--- src/design/rx_port_input_config_defs.svh ---
`ifndef RX_PORT_INPUT_CONFIG_DEFS_SVH
`define RX_PORT_INPUT_CONFIG_DEFS_SVH

// Register offsets
`define ADDR_PORT_SELECT 8'h4c
`define ADDR_INPUT_SETUP 8'h6d
`define ADDR_PIN_SELECT_LOW 8'h6e
`define ADDR_PIN_SELECT_HIGH 8'h6f
`define ADDR_RAW_TEN_MAP 8'h70

// Port select field
`define PORT_SELECT_MSB 1
`define PORT_SELECT_MASK 8'h03

// Input setup field positions
`define BIT_WAIT_ONE 7
`define BIT_WAIT_ANY 6
`define BIT_FWD_CKSUM 5
`define BIT_FWD_ECC 4
`define BIT_LEN_OR_TRUNC 3
`define BIT_RESERVED 2
`define FORMAT_MSB 1

// Reset values
`define RESET_PORT_SELECT 8'h00
`define RESET_SETUP_HIGH 5'h0f
`define RESET_PIN_SELECT 8'h88
`define RESET_RAW_TEN_MAP 8'h00

// Back-channel source codes
`define SRC_CONST_ZERO 4'h8
`define SRC_CONST_ONE 4'h9
`define SRC_FRAME_SYNC 4'ha

// Frame count that ends a first-frame wait
`define FIRST_FRAME_COUNT 16'h0001

`endif

--- src/design/rx_port_pkg.sv ---
package rx_port_pkg;

	// Input format of one receive port
	typedef enum logic [1:0] {
		FMT_PACKET = 2'b00,
		FMT_RAW12_LOW = 2'b01,
		FMT_RAW12_HIGH = 2'b10,
		FMT_RAW10 = 2'b11
	} format_t;

	// Packet receiver gate; RX_WAIT_ANY to RX_OPEN flips one bit, RX_WAIT_ONE to RX_OPEN flips both
	typedef enum logic [1:0] {
		RX_WAIT_ONE = 2'b00,
		RX_WAIT_ANY = 2'b01,
		RX_OPEN = 2'b11
	} rx_state_t;

	// Port setup register image, bit 7 first
	typedef struct packed {
		logic waitFirstFrameStartCountOne;
		logic waitAnyFrameStart;
		logic forwardPayloadCheckErrors;
		logic forwardHeaderEccErrors;
		logic lengthOrTruncControl;
		logic reservedBit;
		format_t inputFormatSelect;
	} port_cfg_t;

	// One packet or raw line from a port receiver
	typedef struct packed {
		logic valid;
		logic frameStart;
		logic [15:0] frameCount;
		logic cksumErr;
		logic eccErr;
		logic lenErr;
		logic firstLine;
		logic lineTrunc;
	} pkt_t;

	// Register access strobes from the serial control slave
	typedef struct packed {
		logic write;
		logic read;
		logic [7:0] addr;
		logic [7:0] data;
	} reg_req_t;

endpackage : rx_port_pkg

--- src/design/rx_port_input_config.sv ---
`include "rx_port_input_config_defs.svh"

module rx_port_input_config #(
	parameter int NUM_PORTS = 4,
	parameter int PIN_COUNT = 8
) (
	input wire logic clock,
	input wire logic rst,
	input wire rx_port_pkg::reg_req_t regReq,
	output logic [7:0] regRdData,
	output logic regRdValid,
	input wire logic [NUM_PORTS-1:0][1:0] strapFormat,
	input wire logic [NUM_PORTS-1:0] strapReserved,
	input wire logic [PIN_COUNT-1:0] localPins,
	input wire logic internalFrameSync,
	input wire rx_port_pkg::pkt_t [NUM_PORTS-1:0] pktIn,
	output logic [NUM_PORTS-1:0] pktPass,
	output logic [NUM_PORTS-1:0] pktDrop,
	output logic [NUM_PORTS-1:0][3:0] backChannelBits,
	output logic [NUM_PORTS-1:0][7:0] rawTenMap,
	output logic [NUM_PORTS-1:0] rawTenMapActive,
	output rx_port_pkg::port_cfg_t [NUM_PORTS-1:0] portCfg
);

	// ****************************************
	// State
	// ****************************************

	typedef struct packed {
		// Port select, then register copies, one per port
		logic [7:0] portSel;
		rx_port_pkg::port_cfg_t [NUM_PORTS-1:0] cfg;
		logic [NUM_PORTS-1:0][7:0] selLow;
		logic [NUM_PORTS-1:0][7:0] selHigh;
		logic [NUM_PORTS-1:0][7:0] rawMap;
		// Packet gate and per-port outputs
		rx_port_pkg::rx_state_t [NUM_PORTS-1:0] rxState;
		logic [NUM_PORTS-1:0] pass;
		logic [NUM_PORTS-1:0] drop;
		logic [NUM_PORTS-1:0][3:0] bc;
		logic [NUM_PORTS-1:0][7:0] mapOut;
		logic [NUM_PORTS-1:0] mapEn;
		// Read answer
		logic [7:0] rdData;
		logic rdValid;
		// Synchroniser stages
		logic [PIN_COUNT-1:0] pinMeta;
		logic [PIN_COUNT-1:0] pinSync;
		logic [NUM_PORTS-1:0][2:0] strapMeta;
		logic [NUM_PORTS-1:0][2:0] strapSync;
	} state_t;

	state_t st_reg;
	state_t st_next;

	// ****************************************
	// Functions
	// ****************************************

	// Gate state a port returns to after setup changes
	function automatic rx_port_pkg::rx_state_t startState(input rx_port_pkg::port_cfg_t c);
		// count-one wait outranks the plain wait
		if (c.waitFirstFrameStartCountOne) begin
			startState = rx_port_pkg::RX_WAIT_ONE;
		end else if (c.waitAnyFrameStart) begin
			startState = rx_port_pkg::RX_WAIT_ANY;
		end else begin
			startState = rx_port_pkg::RX_OPEN;
		end
	endfunction : startState

	// Value sent for one back-channel bit
	function automatic logic bcSource(input logic [3:0] sel, input logic [PIN_COUNT-1:0] pins,
			input logic fsync);
		logic [7:0] padded;
		// Pins beyond PIN_COUNT read as zero
		padded = 8'h00;
		padded[PIN_COUNT-1:0] = pins;
		if (!sel[3]) begin
			bcSource = padded[sel[2:0]];
		end else begin
			unique case (sel)
				`SRC_CONST_ZERO: bcSource = 1'b0;
				`SRC_CONST_ONE: bcSource = 1'b1;
				`SRC_FRAME_SYNC: bcSource = fsync;
				default: bcSource = 1'b0;
			endcase
		end
	endfunction : bcSource

	// True when the port index in the select register exists
	function automatic logic portValid(input logic [7:0] sel);
		portValid = (32'(sel & `PORT_SELECT_MASK) < NUM_PORTS);
	endfunction : portValid

	// True for the three raw parallel formats
	function automatic logic isRawFormat(input rx_port_pkg::format_t f);
		isRawFormat = (f != rx_port_pkg::FMT_PACKET);
	endfunction : isRawFormat

	// ****************************************
	// Next-state logic
	// ****************************************

	// Index of the port copy the bus reaches
	logic [`PORT_SELECT_MSB:0] sp;
	assign sp = st_reg.portSel[`PORT_SELECT_MSB:0];

	always_comb begin
		// Scratch values for one port of the filter
		logic gateOk;
		logic errDrop;
		logic isRaw;
		rx_port_pkg::pkt_t p;
		rx_port_pkg::port_cfg_t c;
		gateOk = 1'b0;
		errDrop = 1'b0;
		isRaw = 1'b0;
		p = '0;
		c = '0;
		// Every field holds unless assigned below
		st_next = st_reg;

		// Two-flop synchronisers for pins and straps
		st_next.pinMeta = localPins;
		st_next.pinSync = st_reg.pinMeta;
		// Straps feed only the reset load
		for (int i = 0; i < NUM_PORTS; i++) begin
			st_next.strapMeta[i] = {strapReserved[i], strapFormat[i]};
		end
		st_next.strapSync = st_reg.strapMeta;

		// register writes reach the selected port copy
		st_next.rdValid = 1'b0;
		if (regReq.write) begin
			if (regReq.addr == `ADDR_PORT_SELECT) begin
				// Port select keeps only the index bits
				st_next.portSel = regReq.data & `PORT_SELECT_MASK;
			end else if (portValid(st_reg.portSel)) begin
				// Per-port offsets reach only the selected copy
				unique case (regReq.addr)
					`ADDR_INPUT_SETUP: begin
						// format and reserved bit are plain read/write
						st_next.cfg[sp] = rx_port_pkg::port_cfg_t'(regReq.data);
						st_next.rxState[sp] = startState(rx_port_pkg::port_cfg_t'(regReq.data));
					end
					// selectors for bits 0 and 1
					`ADDR_PIN_SELECT_LOW: begin
						st_next.selLow[sp] = regReq.data;
					end
					// selectors for bits 2 and 3
					`ADDR_PIN_SELECT_HIGH: begin
						st_next.selHigh[sp] = regReq.data;
					end
					`ADDR_RAW_TEN_MAP: begin
						st_next.rawMap[sp] = regReq.data;
					end
					// Other offsets belong to other blocks
					default: begin
					end
				endcase
			end
		end

		// read-back from the selected port copy, unmapped reads zero
		if (regReq.read) begin
			// Answer pulse one cycle after the strobe
			st_next.rdValid = 1'b1;
			st_next.rdData = 8'h00;
			if (regReq.addr == `ADDR_PORT_SELECT) begin
				st_next.rdData = st_reg.portSel;
			end else if (portValid(st_reg.portSel)) begin
				// Per-port offsets read the selected copy
				unique case (regReq.addr)
					`ADDR_INPUT_SETUP: st_next.rdData = st_reg.cfg[sp];
					`ADDR_PIN_SELECT_LOW: st_next.rdData = st_reg.selLow[sp];
					`ADDR_PIN_SELECT_HIGH: st_next.rdData = st_reg.selHigh[sp];
					`ADDR_RAW_TEN_MAP: st_next.rdData = st_reg.rawMap[sp];
					// Unmapped offsets read zero
					default: st_next.rdData = 8'h00;
				endcase
			end
		end

		// Per-port packet filter, back channel and map outputs
		for (int i = 0; i < NUM_PORTS; i++) begin
			// Descriptor and setup of this port
			p = pktIn[i];
			c = st_reg.cfg[i];
			isRaw = isRawFormat(c.inputFormatSelect);
			// Outcome pulses last one cycle
			st_next.pass[i] = 1'b0;
			st_next.drop[i] = 1'b0;
			// header ECC errors in every format
			errDrop = p.eccErr && !c.forwardHeaderEccErrors;
			if (isRaw) begin
				// waits and checksum ignored in raw formats
				gateOk = 1'b1;
				errDrop = errDrop || (p.firstLine && p.lineTrunc && c.lengthOrTruncControl);
			end else begin
				// Packet mode gate follows the hunt state
				unique case (st_reg.rxState[i])
					// wait for frame start with count one
					rx_port_pkg::RX_WAIT_ONE: gateOk = p.frameStart && (p.frameCount == `FIRST_FRAME_COUNT);
					rx_port_pkg::RX_WAIT_ANY: gateOk = p.frameStart;
					rx_port_pkg::RX_OPEN: gateOk = 1'b1;
					default: gateOk = 1'b0;
				endcase
				errDrop = errDrop || (p.cksumErr && !c.forwardPayloadCheckErrors);
				errDrop = errDrop || (p.lenErr && !c.lengthOrTruncControl);
				// opening frame start opens gate even if dropped
				if (p.valid && gateOk) begin
					st_next.rxState[i] = rx_port_pkg::RX_OPEN;
				end
			end
			// Exactly one outcome per valid packet
			if (p.valid) begin
				st_next.pass[i] = gateOk && !errDrop;
				st_next.drop[i] = !(gateOk && !errDrop);
			end
			// local pins read after the synchroniser
			st_next.bc[i] = {bcSource(st_reg.selHigh[i][7:4], st_reg.pinSync, internalFrameSync),
				bcSource(st_reg.selHigh[i][3:0], st_reg.pinSync, internalFrameSync),
				bcSource(st_reg.selLow[i][7:4], st_reg.pinSync, internalFrameSync),
				bcSource(st_reg.selLow[i][3:0], st_reg.pinSync, internalFrameSync)};
			// raw ten map only in raw10 format
			st_next.mapEn[i] = (c.inputFormatSelect == rx_port_pkg::FMT_RAW10);
			// Map value reads zero outside raw10
			st_next.mapOut[i] = st_next.mapEn[i] ? st_reg.rawMap[i] : 8'h00;
		end

		// Synchronous reset, straps loaded from synchronised pins
		if (rst) begin
			// Port select and read answer
			st_next.portSel = `RESET_PORT_SELECT;
			st_next.rdData = 8'h00;
			st_next.rdValid = 1'b0;
			for (int i = 0; i < NUM_PORTS; i++) begin
				// reserved bit and format from strap
				st_next.cfg[i] = rx_port_pkg::port_cfg_t'({`RESET_SETUP_HIGH, st_reg.strapSync[i]});
				st_next.rxState[i] = startState(st_next.cfg[i]);
				// selectors reset to the constant-zero source
				st_next.selLow[i] = `RESET_PIN_SELECT;
				st_next.selHigh[i] = `RESET_PIN_SELECT;
				st_next.rawMap[i] = `RESET_RAW_TEN_MAP;
				// No outcome or back-channel value during reset
				st_next.pass[i] = 1'b0;
				st_next.drop[i] = 1'b0;
				st_next.bc[i] = 4'h0;
				st_next.mapOut[i] = 8'h00;
				st_next.mapEn[i] = 1'b0;
			end
		end
	end

	// ****************************************
	// State register
	// ****************************************

	// All state moves on one edge
	always_ff @(posedge clock) begin
		st_reg <= st_next;
	end

	// ****************************************
	// Outputs
	// ****************************************

	// Outputs straight from flops
	assign regRdData = st_reg.rdData;
	assign regRdValid = st_reg.rdValid;
	assign pktPass = st_reg.pass;
	assign pktDrop = st_reg.drop;
	assign backChannelBits = st_reg.bc;
	assign rawTenMap = st_reg.mapOut;
	assign rawTenMapActive = st_reg.mapEn;
	assign portCfg = st_reg.cfg;

endmodule : rx_port_input_config

--- config.mk ---
export PLATFORM = sky130hd
export DESIGN_NAME = rx_port_input_config
export DESIGN_NICKNAME = d
export VERILOG_FILES = /design/src/design/rx_port_pkg.sv /design/src/design/rx_port_input_config.sv
export VERILOG_INCLUDE_DIRS = /design/src /design/src/design
export SDC_FILE = /design/constraint.sdc
export NUM_CORES = 1
export LEC_CHECK = 0
export ABC_AREA = 1
export BUFFER_PORTS_ARGS = -buffer_cell sky130_fd_sc_hd__buf_2
export CORE_MARGIN = 2
export CORE_UTILIZATION = 35
export CTS_CLUSTER_DIAMETER = 150
export DETAILED_ROUTE_END_ITERATION = 16
export GPL_TIMING_DRIVEN = 0
export PLACE_DENSITY_LB_ADDON = 0.15
export SYNTH_ARGS = -nofsm -noshare
export SYNTH_HDL_FRONTEND = slang
export SYNTH_SLANG_ARGS = --single-unit
--- constraint.sdc ---
create_clock -name clock -period 4.5 [get_ports clock]
set_input_delay 1.35 -clock clock [delete_from_list [all_inputs] [get_ports clock]]
set_output_delay 1.35 -clock clock [all_outputs]
set_load 0.01 [all_outputs]
# After elaboration in Yosys (flattened, before gate mapping)
# Cells that the tools add are included.
[totals] register_bits=247 latch_bits=0 ram_bits=0 rom_bits=0 in_bits=133 out_inout_bits=101 word_cells=382 memories=0
[classes] add_sub_neg=0 multipliers=0 div=0 n_lt_le_gt_ge=19 eq_ne=54 n_shift=0 muxes=136 bitwise=9 n_reduce_logical=90
[op_table] op="two-way mux 131 bit" n=3
[op_table] op="two-way mux 200 bit" n=1
[op_table] op="bitwise mux 32 bit" n=4
[op_table] op="== test 4 bit, second input constant" n=32
[op_table] op="two-way mux 32 bit" n=3
[op_table] op="two-way mux 8 bit" n=12
[op_table] op="binary-select mux 8 bit (select 2 bit)" n=4
[op_table] op="== test 16 x 1 -> 1 bit, second input constant" n=4
[op_table] op="less-than comparator 3 x 4 -> 1 bit, second input constant" n=16
[op_table] op="two-way mux 1 bit" n=52
[op_table] op="binary-select mux 1 bit (select 3 bit)" n=16
[op_table] op="== test 8 x 7 -> 1 bit, second input constant" n=5
[op_table] op="logical AND 1 bit" n=33
[op_table] op="case mux 1 bit (2 select lines)" n=16
[op_table] op="case mux 8 bit (4 select lines)" n=1
[op_table] op="two-way mux 2 bit" n=15
[op_table] op="two-way mux 27 bit" n=1
[op_table] op="logical NOT 1 bit" n=20
[op_table] op="AND reduction 4 bit" n=5
[op_table] op="demux 8 bit (select 2 bit)" n=1
[op_table] op="== test 2 bit, second input constant" n=8
[op_table] op="OR reduction 2 bit" n=8
[op_table] op="nonzero test 2 bit" n=7
[op_table] op="logical OR 1 bit" n=12
[op_table] op="other kinds (11)" n=29

# Longest topological paths before layout
[logic_depth] ltp_word=14 mapped_depth=12 mapped_depth_nobuf=11

# Worst setup path after synthesis
# Ideal clock, no wire load.
[synth_path] path_kind="in2reg" from="input port regReq[17] (netlist bit)" to="register st_reg (netlist bit portCfg[24]) (enable)" setup_ns=0.303 arrival_ns=2.257 required_time_ns=4.197 path_slack_ns=1.941 path_stages=7 n_path_buf=1 path_cell_list="clkbuf_2 -> inv_1 -> nor2_8 -> nand2_8 -> nor2_8 -> inv_2 -> nand2_1"
[synth_between] elab_chain_len=2
[synth_rtl] element="start: declaration" line_no="rx_port_input_config.sv:9" source="input wire rx_port_pkg::reg_req_t regReq,"
[synth_rtl] element="nonzero test 2 bit (no source line)"
[synth_rtl] element="AND reduction 4 bit (no source line)"
[synth_rtl] element="end signal: assignment" line_no="rx_port_input_config.sv:262" source="st_reg <= st_next;"
[synth_rtl] element="end: declaration" line_no="rx_port_input_config.sv:53" source="state_t st_reg;"
# No other way between the ends.
# A chain may end at the register's enable or synchronous reset.

# Final worst setup path
[layout_path] from="input port rst" to="register st_reg (netlist bit portCfg[19])"
[layout_rtl] element="start: declaration" line_no="rx_port_input_config.sv:8" source="input wire logic rst,"
# No word-level cell between the ends.

==> metrics.csv <==
stage;metric;value;unit
sta;Slew Limit Fails;0;
global_route;largest net degree at the start of global routing;14;
detailed_routing;vias per cell;4.88;
cts;TritonCTS clock tree;done;
floorplan;# rows;68;
pwr;sequential share of power;0.454;
yosys;synth warn;0;
setup_path;crit path max fanout;10;
floorplan;DIE HEIGHT;191;µm
global_route;GR peak layer;met2;
setup_path;flop2flop setup slack;2450;ps
detailed_routing;post-DR wirelength/cell;17.6;µm
global_route;met2 usage;0.382;
detailed_routing;via count;12148;
global_route;gr usage total;0.238;
cts;CTS Hold Bufs;0;
cts;Clk Latency, worst-skew pair;560;ps
sta;PnR worst setup slack;1590;ps
sta;Final Skew;22.7;ps
setup_path;CP Capture Type;register;
placed_design;input/output buffers;226;
cts;CTS max path bufs;3;
global_route;vias in the first global route;11214;
global_route;grt ovf;0;
yosys;syn nets;1889;
pwr;Sw Ratio;0.232;
cts;CTS Buf Count;28;
sta;RSZ-0062 raised after global routing;no;
yosys;Mapped Cells;1756;
setup_path;RR Endpoint;backChannelBits[1];
yosys;Post-synth EDFFs;12;
cells_and_area;max FFs per register;124;
yosys;post-synthesis async set-or-reset flop share;0;
floorplan;die area;36300;µm²
detailed_routing;DRC;0;
cts;CTS H-tree lvls;1;
global_route;initial antenna violation count;2;
min_path;Hold Path Class;reg2reg;
detailed_routing;Total Wirelength;43700;µm
status;status;finished clean;
cts;Clock transition at path regs;60;ps
cells_and_area;layout cell share with drive strength beyond 1;0.220;
sta;crit path time final;2910;ps
setup_path;Startpoint Class;input port;
cells_and_area;commonest non-fill, non-tap cell in the layout;nor2_1;
floorplan;Die Width;191;µm
detailed_routing;DR iter-0 viols;998;
pwr;VDD IR-drop max;0.258;mV
detailed_routing;first-pass detailed-route iteration total;5;
min_path;Worst Hold Path Cells;0;
global_route;Global Route met3 Usage;0.0300;
setup_path;Arr. time, crit path;3270;ps
yosys;Unique masters post-synth;32;
cells_and_area;Layout area overhead;22.0;%
yosys;synthesized flop and latch total;247;
pwr;clock power share;0.484;
global_route;met1 Use GR;0.331;
sta;worst relative slew slack;0.291;
placed_design;post-DP HPWL;32400;µm
global_route;wire length of the first global-routing pass;65700;µm
pwr;Logic pwr share;0.062;
cts;root buf cell;clkbuf_16;
cts;Post-CTS Setup Inserts;0;
pwr;pwr dens;336;nW/µm²
pwr;P_sw;1160;µW
setup_path;Worst Reg-to-Reg Cells;6;
sta;final hold vios;0;
floorplan;Top Ports;234;
yosys;Top FF cell, synth;dfxtp_1;
sta;Final Cycle Share;0.646;
sta;Final setup viols;0;
yosys;Netlist Area Pre-Place;12200;µm²
floorplan;area of the core;34400;µm²
cts;# clock sinks;247;
sta;Setup Total Neg Slack;0;ps
placed_design;DP Worst Slack;1110;ps
sta;maximum clock frequency;0.344;GHz
yosys;synthesized area per cell;6.94;µm²
floorplan;initial core utilization;0.354;
setup_path;kind of critical path;in2reg;
yosys;Seq/Total Area, Yosys;0.416;
pwr;Pleak;0.00708;µW
detailed_routing;antenna-violating nets left;0;
setup_path;Critical R2R Launch;st_reg[31];
setup_path;Worst Path Required;4860;ps
cts;post-CTS sizing;0;
flow_run;max cap viols;0;
placed_design;GP Congestion;0.900;
min_path;Hold Crit Endpoint;st_reg[31];
sta;Slew @ Worst Pin;1060;ps
cells_and_area;nets;2145;
min_path;Hold Path Origin;st_next[31];
pwr;Cell Int Power;3830;µW
cells_and_area;commonest cells after routing, fill and taps aside;nor2_1 (297), nand2_1 (296), buf_2 (237);
worst max path at each step:
stage / startpoint / end / slack [ps] / depth (start not counted)
after floorplan: regReq[17] / portCfg[24] / 1940 / 7
after global placement: rst / st_reg[192] / 1100 / 5
after detailed placement: rst / portCfg[19] / 1110 / 5
after CTS: rst / portCfg[19] / 1670 / 5
after global routing: rst / st_reg[184] / 1480 / 5
final: rst / portCfg[19] / 1590 / 5
final cells by class:
cell class              count  area, µm²
repair buffers            226       1130
clock inverters             8        121
plain buffers             187       1150
diodes                      1       2.50
inverters                 209        787
flip-flops and latches    247       5060
multi-input cells        1113       5170
fillers                  3670      19500
well taps                 455        569
clock buffers              41        861
cells in the mapped netlist (all sizes together), types with 4 or more instances:
cell      n  area, µm²
clkbuf   56        211
buf     131        941
o21ai   228       1140
dfxtp   235       4700
o31ai     6       45.0
edfxtp   12        360
inv     208        783
a21oi   126        631
nor2    320       1370
a21o      4       30.0
nand2   309       1230
o211ai   32        240
nand4    30        188
nand3    51        255
nor3      4       20.0
logic make-up (layout without fill, tap and decap cells):
logic type	after synthesis	in the layout	share of synthesized area
other	0	1	0
flip-flops	247	247	0.416
buffers and inverters	396	671	0.159
AO/OA/AOI/OAI	398	398	0.173
AND/OR/NAND/NOR	715	715	0.252
power groups by stage:
stage | clock network, µW | logic (µW) | registers, µW
global placement | 0 | 301 | 2310
detailed placement | 0 | 304 | 2310
global route | 2540 | 335 | 2270
finish | 2420 | 309 | 2260
floorplan | 0 | 150 | 2300
CTS | 2450 | 305 | 2260
per-layer routing:
layer,share of wire,up-vias,wire length (µm)
met2,0.45,493,19400
li1,-,6006,-
met3,0.075,86,3260
met4,0.031,2,1360
met5,0.00030,-,13
met1,0.45,5561,19600
through the flow:
stage | util | power, µW | instance area (µm²) | instances | hold WS, ps
floorplan | - | 2450 | 12200 | 1756 | 310
global placement | 0.404 | 2610 | 13900 | 2437 | 310
detailed placement | 0.404 | 2620 | 13900 | 2437 | 313
CTS | 0.432 | 5020 | 14900 | 2486 | 326
global route | 0.432 | 5140 | 14900 | 2487 | 332
finish | 0.432 | 4990 | 14900 | 2487 | 322
worst max-delay path, stage by stage:
cell,delay [ps]
clkbuf_1,140
inv_1,100
clkbuf_1,630
clkbuf_1,840
o211ai_1,210
(Power assumes the default switching activity.)
